==> config.mk <==
export PLATFORM = sky130hd
export DESIGN_NAME = aimg_ctrl
export DESIGN_NICKNAME = d
export VERILOG_FILES = /design/src/aimg_pkg.sv /design/src/aimg_ctrl.sv /design/src/aimg_mode_decode.sv
export VERILOG_INCLUDE_DIRS = /design/src /design/src/src
export SDC_FILE = /design/constraint.sdc
export NUM_CORES = 1
export LEC_CHECK = 0
export BUFFER_PORTS_ARGS = -buffer_cell sky130_fd_sc_hd__buf_2
export CAP_MARGIN = 30
export CORE_MARGIN = 3
export CORE_UTILIZATION = 25
export CTS_CLUSTER_SIZE = 12
export DETAILED_ROUTE_END_ITERATION = 8
export PLACE_DENSITY_LB_ADDON = 0.15
export RECOVER_POWER = 50
export SYNTH_ARGS = -nofsm -noshare
export SYNTH_HDL_FRONTEND = slang
export SYNTH_SLANG_ARGS = --single-unit
==> constraint.sdc <==
create_clock -name i_clk_sys -period 3.45 [get_ports i_clk_sys]
set_input_delay 0.345 -clock i_clk_sys [delete_from_list [all_inputs] [get_ports i_clk_sys]]
set_output_delay 0.345 -clock i_clk_sys [all_outputs]
set_load 0.005 [all_outputs]
==> src/aimg_regs.svh <==
// register offsets, field positions, reset values and gain constants for the analog input control
`ifndef AIMG_REGS_SVH
`define AIMG_REGS_SVH

`define AIMG_ADDR_MODE 8'h02
`define AIMG_ADDR_CTRL 8'h03

`define AIMG_MODE_RST 8'h00
`define AIMG_CTRL_RST 8'h00
`define AIMG_CTRL_MASK 8'h7F

`define AIMG_MODE_FSW_EN 7
`define AIMG_MODE_FSW_INV 6

`define AIMG_CTRL_CLAMP_REF 6
`define AIMG_CTRL_BLANK_LEN 5
`define AIMG_CTRL_PEAK_OFF 4
`define AIMG_CTRL_FREEZE 3
`define AIMG_CTRL_MANUAL 2
`define AIMG_CTRL_CH2_SIGN 1
`define AIMG_CTRL_CH1_SIGN 0

`define AIMG_LINE_END_60 10'h016
`define AIMG_LINE_END_50 10'h018

`define AIMG_GAIN_MIN 9'h000
`define AIMG_GAIN_UNITY 9'h090
`define AIMG_GAIN_MAX 9'h1FF

`endif

==> src/aimg_pkg.sv <==
// types shared by the analog input mode and gain control
`default_nettype none
package aimg_pkg;

  typedef struct packed {
    logic vsb;
    logic [1:0] group;
    logic [1:0] input_idx;
    logic reference_flag;
    logic [1:0] output_channel_sel;
    logic fixed_gain;
  } aimg_route_t;

  typedef struct packed {
    logic unlocked_clamp_ref_sel;
    logic blanking_length_sel;
    logic color_peak_disable;
    logic gain_integrator_freeze;
    logic manual_gain_sel;
    logic ch2_gain_sign;
    logic ch1_gain_sign;
  } aimg_ctrl_t;

  typedef enum logic [0:0] {
    AIMG_VB_IDLE = 1'b0,
    AIMG_VB_LONG = 1'b1
  } aimg_vb_state_t;

endpackage : aimg_pkg
`default_nettype wire

==> src/aimg_ctrl.sv <==
// analog input mode selection, clamp reference, blanking window and gain control
//
// Function
// - VSB codes 00 0000, 00 0001, 00 1110, 00 1111 route group 1 inputs 1 to 4 with reference flag 1, output select 0 and fixed gain.
// - VSB codes 00 0010 to 00 0101 route group 2 inputs 1 to 4 with reference flag 1, output select 1 and fixed gain.
// - VSB codes 01 0000, 01 0001, 01 1110, 01 1111 route group 3 inputs 1 to 4 with reference flag 1, output select 2 and fixed gain.
// - VSB codes 01 0010 to 01 0101 route group 4 inputs 1 to 4 with reference flag 1, output select 3 and fixed gain.
// - while unlocked, clamp-reference bit 0 gives normal clamping and 1 gives reference selection.
// - blanking-length bit 0 suspends gain control only during equalization and serration pulses.
// - blanking-length bit 1 suspends gain control from pre-equalization start to line 22 (60 Hz) or 24 (50 Hz).
// - colour-peak disable 0 attenuates the signal when the input exceeds its maximum; 1 turns this off.
// - integrator freeze 1 holds the gain integrator at its current value.
// - manual gain select 1 takes each channel gain from its static gain fields.
// - control bit 1 is the sign bit of channel 2 static gain and bit 0 that of channel 1.
// - static gain is 9 bits, 0 for -3 dB, 144 for 0 dB and 511 for +6 dB.
`default_nettype none
`include "aimg_regs.svh"
module aimg_ctrl
  import aimg_pkg::*;
(
  input wire logic i_clk_sys,
  input wire logic i_rst_n,
  input wire logic i_reg_wr,
  input wire logic i_reg_rd,
  input wire logic [7:0] i_reg_addr,
  input wire logic [7:0] i_reg_wdata,
  output logic [7:0] o_reg_rdata,
  output logic o_reg_ack,
  input wire logic [7:0] i_ch1_gain_low,
  input wire logic [7:0] i_ch2_gain_low,
  input wire logic i_locked,
  input wire logic i_field_60hz,
  input wire logic [9:0] i_line_num,
  input wire logic i_eq_serr,
  input wire logic i_pre_eq_start,
  input wire logic i_over_max,
  input wire logic i_agc_tick,
  input wire logic [1:0] i_level_low,
  input wire logic [1:0] i_level_high,
  output logic o_vsb_mode,
  output logic [1:0] o_input_group,
  output logic [1:0] o_input_idx,
  output logic o_reference_flag,
  output logic [1:0] o_output_channel_sel,
  output logic o_fast_switch_enable,
  output logic o_fast_switch_invert,
  output logic o_clamp_ref_active,
  output logic o_agc_blank,
  output logic o_color_peak_atten,
  output logic o_agc_hold,
  output logic o_gain_manual,
  output logic [8:0] o_ch1_gain,
  output logic [8:0] o_ch2_gain
);

  logic [7:0] mode_r;
  logic [7:0] mode_nxt;
  aimg_ctrl_t ctrl_r;
  aimg_ctrl_t ctrl_nxt;
  aimg_route_t route;
  aimg_vb_state_t vb_state_r;
  aimg_vb_state_t vb_state_nxt;
  logic [9:0] line_end;
  logic blank_nxt;
  logic manual;
  logic agc_run;
  logic [8:0] static_gain [2];
  logic [8:0] gain_acc_r [2];

  // register writes
  always_comb begin
    mode_nxt = mode_r;
    ctrl_nxt = ctrl_r;
    if (i_reg_wr && (i_reg_addr == `AIMG_ADDR_MODE)) begin
      mode_nxt = i_reg_wdata;
    end
    if (i_reg_wr && (i_reg_addr == `AIMG_ADDR_CTRL)) begin
      ctrl_nxt = aimg_ctrl_t'(i_reg_wdata[6:0]);
    end
  end

  always_ff @(posedge i_clk_sys or negedge i_rst_n) begin
    if (!i_rst_n) begin
      mode_r <= `AIMG_MODE_RST;
      ctrl_r <= aimg_ctrl_t'(7'(`AIMG_CTRL_RST));
    end else begin
      mode_r <= mode_nxt;
      ctrl_r <= ctrl_nxt;
    end
  end

  // register reads; unmapped subaddresses answer zero
  always_ff @(posedge i_clk_sys or negedge i_rst_n) begin
    if (!i_rst_n) begin
      o_reg_rdata <= 8'h00;
      o_reg_ack <= 1'b0;
    end else begin
      o_reg_ack <= i_reg_wr | i_reg_rd;
      if (i_reg_rd) begin
        case (i_reg_addr)
          `AIMG_ADDR_MODE: begin
            o_reg_rdata <= mode_r;
          end
          `AIMG_ADDR_CTRL: begin
            o_reg_rdata <= {1'b0, ctrl_r} & `AIMG_CTRL_MASK;
          end
          default: begin
            o_reg_rdata <= 8'h00;
          end
        endcase
      end
    end
  end

  aimg_mode_decode u_mode_decode (
    .i_mode(mode_r[5:0]),
    .o_route(route)
  );

  // routing outputs
  always_ff @(posedge i_clk_sys or negedge i_rst_n) begin
    if (!i_rst_n) begin
      o_vsb_mode <= 1'b0;
      o_input_group <= 2'h0;
      o_input_idx <= 2'h0;
      o_reference_flag <= 1'b0;
      o_output_channel_sel <= 2'h0;
      o_fast_switch_enable <= 1'b0;
      o_fast_switch_invert <= 1'b0;
    end else begin
      o_vsb_mode <= route.vsb;
      o_input_group <= route.group;
      o_input_idx <= route.input_idx;
      o_reference_flag <= route.reference_flag;
      o_output_channel_sel <= route.output_channel_sel;
      o_fast_switch_enable <= mode_r[`AIMG_MODE_FSW_EN];
      o_fast_switch_invert <= mode_r[`AIMG_MODE_FSW_INV];
    end
  end

  // clamp reference choice in the unlocked state
  always_ff @(posedge i_clk_sys or negedge i_rst_n) begin
    if (!i_rst_n) begin
      o_clamp_ref_active <= 1'b0;
    end else begin
      o_clamp_ref_active <= !i_locked && ctrl_r.unlocked_clamp_ref_sel;
    end
  end

  // long vertical blanking window
  assign line_end = i_field_60hz ? `AIMG_LINE_END_60 : `AIMG_LINE_END_50;

  always_comb begin
    vb_state_nxt = vb_state_r;
    case (vb_state_r)
      AIMG_VB_IDLE: begin
        if (i_pre_eq_start) begin
          vb_state_nxt = AIMG_VB_LONG;
        end
      end
      AIMG_VB_LONG: begin
        if (i_line_num == line_end) begin
          vb_state_nxt = AIMG_VB_IDLE;
        end
      end
      default: begin
        vb_state_nxt = AIMG_VB_IDLE;
      end
    endcase
  end

  always_ff @(posedge i_clk_sys or negedge i_rst_n) begin
    if (!i_rst_n) begin
      vb_state_r <= AIMG_VB_IDLE;
    end else begin
      vb_state_r <= vb_state_nxt;
    end
  end

  always_comb begin
    if (ctrl_r.blanking_length_sel) begin
      blank_nxt = (vb_state_nxt == AIMG_VB_LONG);
    end else begin
      blank_nxt = i_eq_serr;
    end
  end

  always_ff @(posedge i_clk_sys or negedge i_rst_n) begin
    if (!i_rst_n) begin
      o_agc_blank <= 1'b0;
    end else begin
      o_agc_blank <= blank_nxt;
    end
  end

  // colour peak limiting
  always_ff @(posedge i_clk_sys or negedge i_rst_n) begin
    if (!i_rst_n) begin
      o_color_peak_atten <= 1'b0;
    end else begin
      o_color_peak_atten <= i_over_max && !ctrl_r.color_peak_disable;
    end
  end

  // gain selection and integrators
  assign manual = ctrl_r.manual_gain_sel | (route.vsb & route.fixed_gain);
  assign agc_run = i_agc_tick && !ctrl_r.gain_integrator_freeze && !o_agc_blank && !manual;
  assign static_gain[0] = {ctrl_r.ch1_gain_sign, i_ch1_gain_low};
  assign static_gain[1] = {ctrl_r.ch2_gain_sign, i_ch2_gain_low};

  always_ff @(posedge i_clk_sys or negedge i_rst_n) begin
    if (!i_rst_n) begin
      o_agc_hold <= 1'b0;
      o_gain_manual <= 1'b0;
    end else begin
      o_agc_hold <= ctrl_r.gain_integrator_freeze;
      o_gain_manual <= manual;
    end
  end

  for (genvar ch = 0; ch < 2; ch++) begin : g_chan
    always_ff @(posedge i_clk_sys or negedge i_rst_n) begin
      if (!i_rst_n) begin
        gain_acc_r[ch] <= `AIMG_GAIN_UNITY;
      end else if (agc_run) begin
        if (i_level_low[ch] && (gain_acc_r[ch] != `AIMG_GAIN_MAX)) begin
          gain_acc_r[ch] <= gain_acc_r[ch] + 9'h001;
        end else if (i_level_high[ch] && (gain_acc_r[ch] != `AIMG_GAIN_MIN)) begin
          gain_acc_r[ch] <= gain_acc_r[ch] - 9'h001;
        end
      end
    end
  end

  always_ff @(posedge i_clk_sys or negedge i_rst_n) begin
    if (!i_rst_n) begin
      o_ch1_gain <= `AIMG_GAIN_UNITY;
      o_ch2_gain <= `AIMG_GAIN_UNITY;
    end else begin
      o_ch1_gain <= manual ? static_gain[0] : gain_acc_r[0];
      o_ch2_gain <= manual ? static_gain[1] : gain_acc_r[1];
    end
  end

endmodule : aimg_ctrl
`default_nettype wire

==> src/aimg_mode_decode.sv <==
// combinational decode of the 6-bit mode field into input routing and forced settings
`default_nettype none
module aimg_mode_decode
  import aimg_pkg::*;
(
  input wire logic [5:0] i_mode,
  output aimg_route_t o_route
);

  always_comb begin
    o_route = '0;
    if (i_mode[5] == 1'b0) begin
      case (i_mode[3:0])
        4'h0, 4'h1, 4'hE, 4'hF: begin
          o_route.vsb = 1'b1;
          // upper half picks group 3, lower half group 1
          o_route.group = {i_mode[4], 1'b0};
          o_route.input_idx = {i_mode[3], i_mode[0]};
          o_route.reference_flag = 1'b1;
          o_route.output_channel_sel = {i_mode[4], 1'b0};
          o_route.fixed_gain = 1'b1;
        end
        4'h2, 4'h3, 4'h4, 4'h5: begin
          o_route.vsb = 1'b1;
          o_route.group = {i_mode[4], 1'b1};
          o_route.input_idx = 2'(i_mode[3:0] - 4'h2);
          o_route.reference_flag = 1'b1;
          o_route.output_channel_sel = {i_mode[4], 1'b1};
          o_route.fixed_gain = 1'b1;
        end
        default: begin
          o_route = '0;
        end
      endcase
    end
  end

endmodule : aimg_mode_decode
`default_nettype wire

==> Word level (Yosys, flattened, before mapping) <==
Index checks and enable logic that the tools add are counted.
{ "classes": {"mux": 14, "n_reduce_logical": 25, "n_bitwise": 4, "n_eq_ne": 12, "add_sub_neg": 5} }
{ "op_table": {"columns": ["operator", "n"], "rows": [
  ["two-way mux 9 bit", 7],
  ["adder 9 x 1 -> 9 bit, second input constant", 2],
  ["inequality test 9 bit, second input constant", 2],
  ["case mux 9 bit (2 select lines)", 1],
  ["nonzero test 9 bit", 2],
  ["subtractor 9 x 1 -> 9 bit, second input constant", 2],
  ["== test 8 x 2 -> 1 bit, second input constant", 2],
  ["case mux 8 bit (2 select lines)", 1],
  ["logical AND 1 bit", 11],
  ["== test 10 x 5 -> 1 bit", 1],
  ["== test 4 x 2 -> 1 bit, second input constant", 2],
  ["== test 4 x 3 -> 1 bit, second input constant", 2],
  ["== test 4 bit, second input constant", 2],
  ["OR reduction 4 bit", 2],
  ["zero test 1 bit", 5],
  ["== test 4 x 1 -> 1 bit, second input constant", 1],
  ["zero test 4 bit", 1],
  ["two-way mux 4 bit", 1],
  ["AND reduction 2 bit", 2],
  ["nonzero test 2 bit", 2],
  ["two-way mux 1 bit", 3],
  ["OR 1 bit", 2],
  ["case mux 1 bit (2 select lines)", 1],
  ["subtractor 2 bit, second input constant", 1],
  ["2 further kinds", 2]
]} }
{ "word_totals": {"out_inout_bits": 42, "register_bits": 76, "inputBits": 56} }

==> Depth between registers and ports, before layout <==
{ "logic_depth": {"word_depth": 9, "mapped_depth": 9, "mapped_depth_nobuf": 9} }

==> Hierarchy <==
From an unflattened synthesis, not the netlist that was laid out.
{ "unflattened": {"hier_cells": 303, "area_unflattened_um2": 3713.6} }
{ "modules_own_cells": {"columns": ["mod", "cells_each", "area_per_inst_um2", "instances"], "rows": [
  ["aimg_ctrl", 290, 3612.2, 1],
  ["aimg_mode_decode", 13, 101.3, 1]
]} }

==> Worst setup path after synthesis <==
No wires, ideal clock.
{ "synth_path": {"path_type": "register to register", "from": "reg gain_acc_r[7] (netlist bit)", "to": "reg gain_acc_r[8] (netlist bit)", "setup_time_ps": 124, "t_arrival_ps": 2865, "stages_incl_launch_ff": 9, "t_required_ps": 3326, "period_less_slack_ps": 2989, "slack_ps": 461, "path_cell_list": "dfstp_2 nand4_1 o31ai_1 ha_1 nor2b_1 o311ai_0 and4_1 o21ai_0 xnor2_1"} }
{ "synth_between": {"elab_chain_len": 4, "word_cells_on_any_way": 10, "cone_classes": "add/sub: 2; eq/ne: 1; mux: 2; reduce/logical: 5"} }
{ "synth_rtl": {"columns": ["element", "line", "rtl"], "rows": [
  ["start, declared", "aimg_ctrl.sv:68", "logic [8:0] gain_acc_r [2];"],
  ["start signal, assigned by index", "aimg_ctrl.sv:224", "gain_acc_r[ch] <= `AIMG_GAIN_UNITY;"],
  ["start signal, assigned by index", "aimg_ctrl.sv:227", "gain_acc_r[ch] <= gain_acc_r[ch] + 9'h001;"],
  ["start signal, assigned by index", "aimg_ctrl.sv:229", "gain_acc_r[ch] <= gain_acc_r[ch] - 9'h001;"],
  ["parallel branches: the longest is 4 deep, another holds subtractor 9 x 1 -> 9 bit", null, null]
]} }
Parallel ways; which one is timed is not known. The select of a mux whose other input is x is not followed.
A chain may end at the register's enable or synchronous reset.

==> Worst setup path after layout <==
{ "layout_path": {"from": "reg gain_acc_r[16] (netlist bit)", "to": "reg gain_acc_r[15] (netlist bit)"} }
{ "layout_between": {"elab_chain_len": 4, "word_cells_on_any_way": 7, "cone_classes": "eq/ne: 1; mux: 1; reduce/logical: 5"} }
{ "layout_rtl": {"columns": ["element", "line"], "rows": [
  ["inequality test 9 bit (no source line) or nonzero test 9 bit (tied branches)", null],
  ["logical AND 1 bit (on tied branches)", "aimg_ctrl.sv:226, aimg_ctrl.sv:228"],
  ["nonzero test 2 bit (no source line)", null],
  ["AND reduction 2 bit (no source line)", null]
]} }
Several ways; a longest one is shown, not always the timed one.

==> summary.json <==
{
  "vias": 2650,
  "n_antenna_cell": 0,
  "synth_cells": 295,
  "placement.setup.worst_slack_ns": 0.470,
  "critPathBufInv": 1,
  "layout-drive-gt1-share_pct": 40.9,
  "synth_to_layout_area_growth_pct": 28.0,
  "hold_violations": 0,
  "cts_buf_count": 9,
  "globalRouteTotalUtil_pct": 11.8,
  "cts.root.buffer_cell": "sky130_fd_sc_hd__clkbuf_16",
  "finalCritPeriodShare_pct": 86.4,
  "worst_skew_pair.late_latency_ns": 0.34,
  "critPathMaxStageDelay_ns": 0.68,
  "outcome": "finished, violations left",
  "numPortBuffers": 97,
  "netlist.top_cell.by_area": "sky130_fd_sc_hd__dfrtp_1",
  "cts-hold-fix-buffers": 1,
  "max_freq_mhz": 335,
  "grt_pass1_wl_um": 14900,
  "cellInternalPower_uw": 2050,
  "dpl.cell_count": 566,
  "synthesis.yosys.warnings": 0,
  "path_max_fanout": 9,
  "finalInstanceArea_um2": 4600,
  "first_iter_violations": 68,
  "combPwrFrac_pct": 26.9,
  "netSwitchingFraction_pct": 30.7,
  "grt_max_degree": 67,
  "place_area_um2": 4300,
  "timing.max_cap.violations": 1,
  "globalRouteOverflowTotal": 0,
  "synth_area_per_cell_um2": 12.2,
  "top_family_by_delay_on_critical_path": "compound AO/OA/AOI/OAI gates",
  "coreArea_um2": 14000,
  "power.clock.fraction_pct": 34.1,
  "fp.dieArea_um2": 15900,
  "synth.top_cell.area_share_pct": 45.2,
  "post_synth_most_frequent_cells": "sky130_fd_sc_hd__dfrtp_1 (65), sky130_fd_sc_hd__mux2_2 (40), sky130_fd_sc_hd__a21oi_1 (17)",
  "post_synth_main_area_contributors": "sky130_fd_sc_hd__dfrtp_1 (45%), sky130_fd_sc_hd__mux2_2 (13%), sky130_fd_sc_hd__dfstp_2 (5.8%)",
  "critPathKind": "register to register",
  "clock-skew-final_ns": 0.00613,
  "post-cts-setup-buffer-count": 0,
  "synthArstFlopShare_pct": 100,
  "critical_path.startpoint_type": "register",
  "violations_in_the_final_reports": "max-capacitance violations, max-slew violations",
  "core.rowCount": 43,
  "route.detailed.drc": 0,
  "timing_worst_slew_pin_value_ns": 1.67,
  "die_x_um": 126,
  "post_synth_num_cell_types": 51,
  "finish.net_count": 470,
  "via_per_instance_ratio": 4.55,
  "drt-wirelength-per-cell_um": 14.9,
  "nFillCells": 1475,
  "ff_latch_area_um2": 1840,
  "cpMaxStageDelayCell": "sky130_fd_sc_hd__o41ai_4",
  "sink_count_of_the_clock_tree": 73,
  "yosys.cell_count.top_type": "sky130_fd_sc_hd__dfrtp_1",
  "pin_count": 98,
  "number_of_setup_violations_in_the_final_report": 0,
  "final_cell_count_no_fill": 583,
  "p_leak_uw": 0.00218,
  "area_of_the_multi_input_gates_um2": 1670,
  "synth.cell_area_um2": 3590,
  "ys.flop_type": "sky130_fd_sc_hd__dfrtp_1",
  "antenna_violations_before_repair": 0,
  "critical_path.endpoint_type": "register",
  "die_y_um": 126,
  "syn_nets": 367,
  "slew-limit-headroom_pct": -11.1,
  "initial_utilization_pct": 25.7,
  "ys_ff_latch": 73,
  "dp_hpwl_um": 6350,
  "gp_routability_congestion": 0.770,
  "power-per-cell-area_nw_per_um2": 644,
  "ctsLongestPathBuffers": 2,
  "cts_resized": 0,
  "synth_edf_count": 0,
  "hp-class": "input pin to register",
  "htree_num_levels": 3,
  "postLayoutSetupSlackWorst_ns": 0.468,
  "rsz0062_at_grt": "no",
  "routed_wirelength_um": 8700,
  "min_period_ns": 2.98,
  "critical_path_required_ns": 3.67,
  "crit_chain": "nand2_1 > o41ai_4 > inv_1 > fa_1 > nand2b_1 > a21oi_1 > a31oi_1 > xnor2_1 > mux2_2",
  "clock_pin_slew_reported_for_the_worst_setup_and_hold_paths_after_clock_tree_synthesis_ns": 0.06,
  "finalMaxSlewViolations": 67,
  "tritoncts": "built",
  "pwr-share-seq_pct": 39.0,
  "critical_path_arrival_ns": 3.20,
  "ant_nets": 0,
  "synth.yosys.seq_area_share_pct": 51.1,
  "finish.utilization_pct": 32.9,
  "totalNegativeSetupSlack_ns": 0,
  "grt_pass1_vias": 2841,
  "switchingPower_uw": 911,
  "first_pass_iteration_count_of_the_detailed_router": 4,
  "power.ir.vdd_worst_v": 0.000239
}
[worst register-to-register path, stage by stage (launching register included)]
cell and delay [ns]:
sky130_fd_sc_hd__dfstp_2 0.56, sky130_fd_sc_hd__nand2_1 0.09, sky130_fd_sc_hd__o41ai_4 0.68, sky130_fd_sc_hd__inv_1 0.18, sky130_fd_sc_hd__fa_1 0.43, sky130_fd_sc_hd__nand2b_1 0.18, sky130_fd_sc_hd__a21oi_1 0.23, sky130_fd_sc_hd__a31oi_1 0.13
sky130_fd_sc_hd__xnor2_1 0.14, sky130_fd_sc_hd__mux2_2 0.26
[cell usage in the layout (no fill, tap or decap), drive strengths merged, types with 4 or more instances in the layout]
cell,count
a31oi,4
nand3,4
nor2,14
xnor2,9
clkbuf,20
buf,91
a21oi,17
xor2,7
o31ai,4
nand2,14
dfrtp,65
a22oi,7
inv,12
nor2b,4
o21ai,12
mux2,40
dfstp,8
ha,14
[power by group through the flow]
stage,Sequential [uW],Clock (uW),Combinational [uW]
2_1_floorplan,1130,0,594
3_3_place_gp,1170,0,808
3_5_place_dp,1170,0,805
4_1_cts,1160,1050,815
5_1_grt,1190,1080,917
6_report,1160,1010,798
[state kept, by name, indices dropped and copies added (netlist names), 2 cells and up]
name,cells
ctrl_r,7
mode_r,8
o_input_group,2
o_ch2_gain,9
o_input_idx,2
o_reg_rdata,8
gain_acc_r,18
o_ch1_gain,9
[kinds of logic (layout without fill, tap and decap cells)]
kind of cell / count (synthesis) / count (layout) / synth area share, %
AO/OA/AOI/OAI: 62 / 62 / 13.6
adder cells (fa/ha/maj): 16 / 16 / 5.99
AND/OR/NAND/NOR: 65 / 65 / 9.78
XOR/XNOR: 16 / 16 / 3.90
buffers and inverters: 21 / 129 / 2.54
multiplexers: 42 / 42 / 13.1
flip-flops: 73 / 73 / 51.1
[layout make-up]
type / instances / share of cell area [%]
tap: 180 / 4.90
inverter: 12 / 0.979
sequential: 73 / 39.9
timing repair buffer: 101 / 11.0
multi-input combinational: 201 / 36.2
clock buffer: 11 / 5.28
clock inverter: 5 / 1.71
[metrics by stage]
stage               hold slack (ns)  power [uW]
floorplan                    0.0494        1720
global placement              0.391        1970
detailed placement            0.183        1980
CTS                           0.143        3030
global route                  0.154        3190
finish                        0.161        2960
[path summary, 6_finish.rpt]
path | from | endpoint | slack [ns] | depth (start not counted)
worst min-delay path | i_locked | o_clamp_ref_active$_DFF_PN0_ | 0.16 | 2
max in group asynchronous | i_rst_n | o_ch1_gain[5]$_DFF_PN0_ | 1.03 | 3
worst max-delay path | gain_acc_r[16]$_DFFE_PN1P_ | gain_acc_r[15]$_DFFE_PN0P_ | 0.47 | 9
worst max register to register | gain_acc_r[16]$_DFFE_PN1P_ | gain_acc_r[15]$_DFFE_PN0P_ | 0.47 | 9
min in group asynchronous | i_rst_n | o_reg_rdata[6]$_DFFE_PN0P_ | 0.45 | 2
worst min register to register | mode_r[7]$_DFFE_PN0P_ | o_fast_switch_enable$_DFF_PN0_ | 0.40 | 0
[layer usage]
| layer | GRT usage (%) | vias up | share of wire (%) |
|---|---|---|---|
| met2 | 19.4 | 72 | 49 |
| met1 | 14.6 | 1286 | 43 |
| met3 | 4.88 | 6 | 6.3 |
| li1 | - | 1286 | - |
| met5 | 0 | - | 0 |
| met4 | 2.78 | 0 | 0.94 |
No activity file was read; power rests on OpenSTA's default activity.
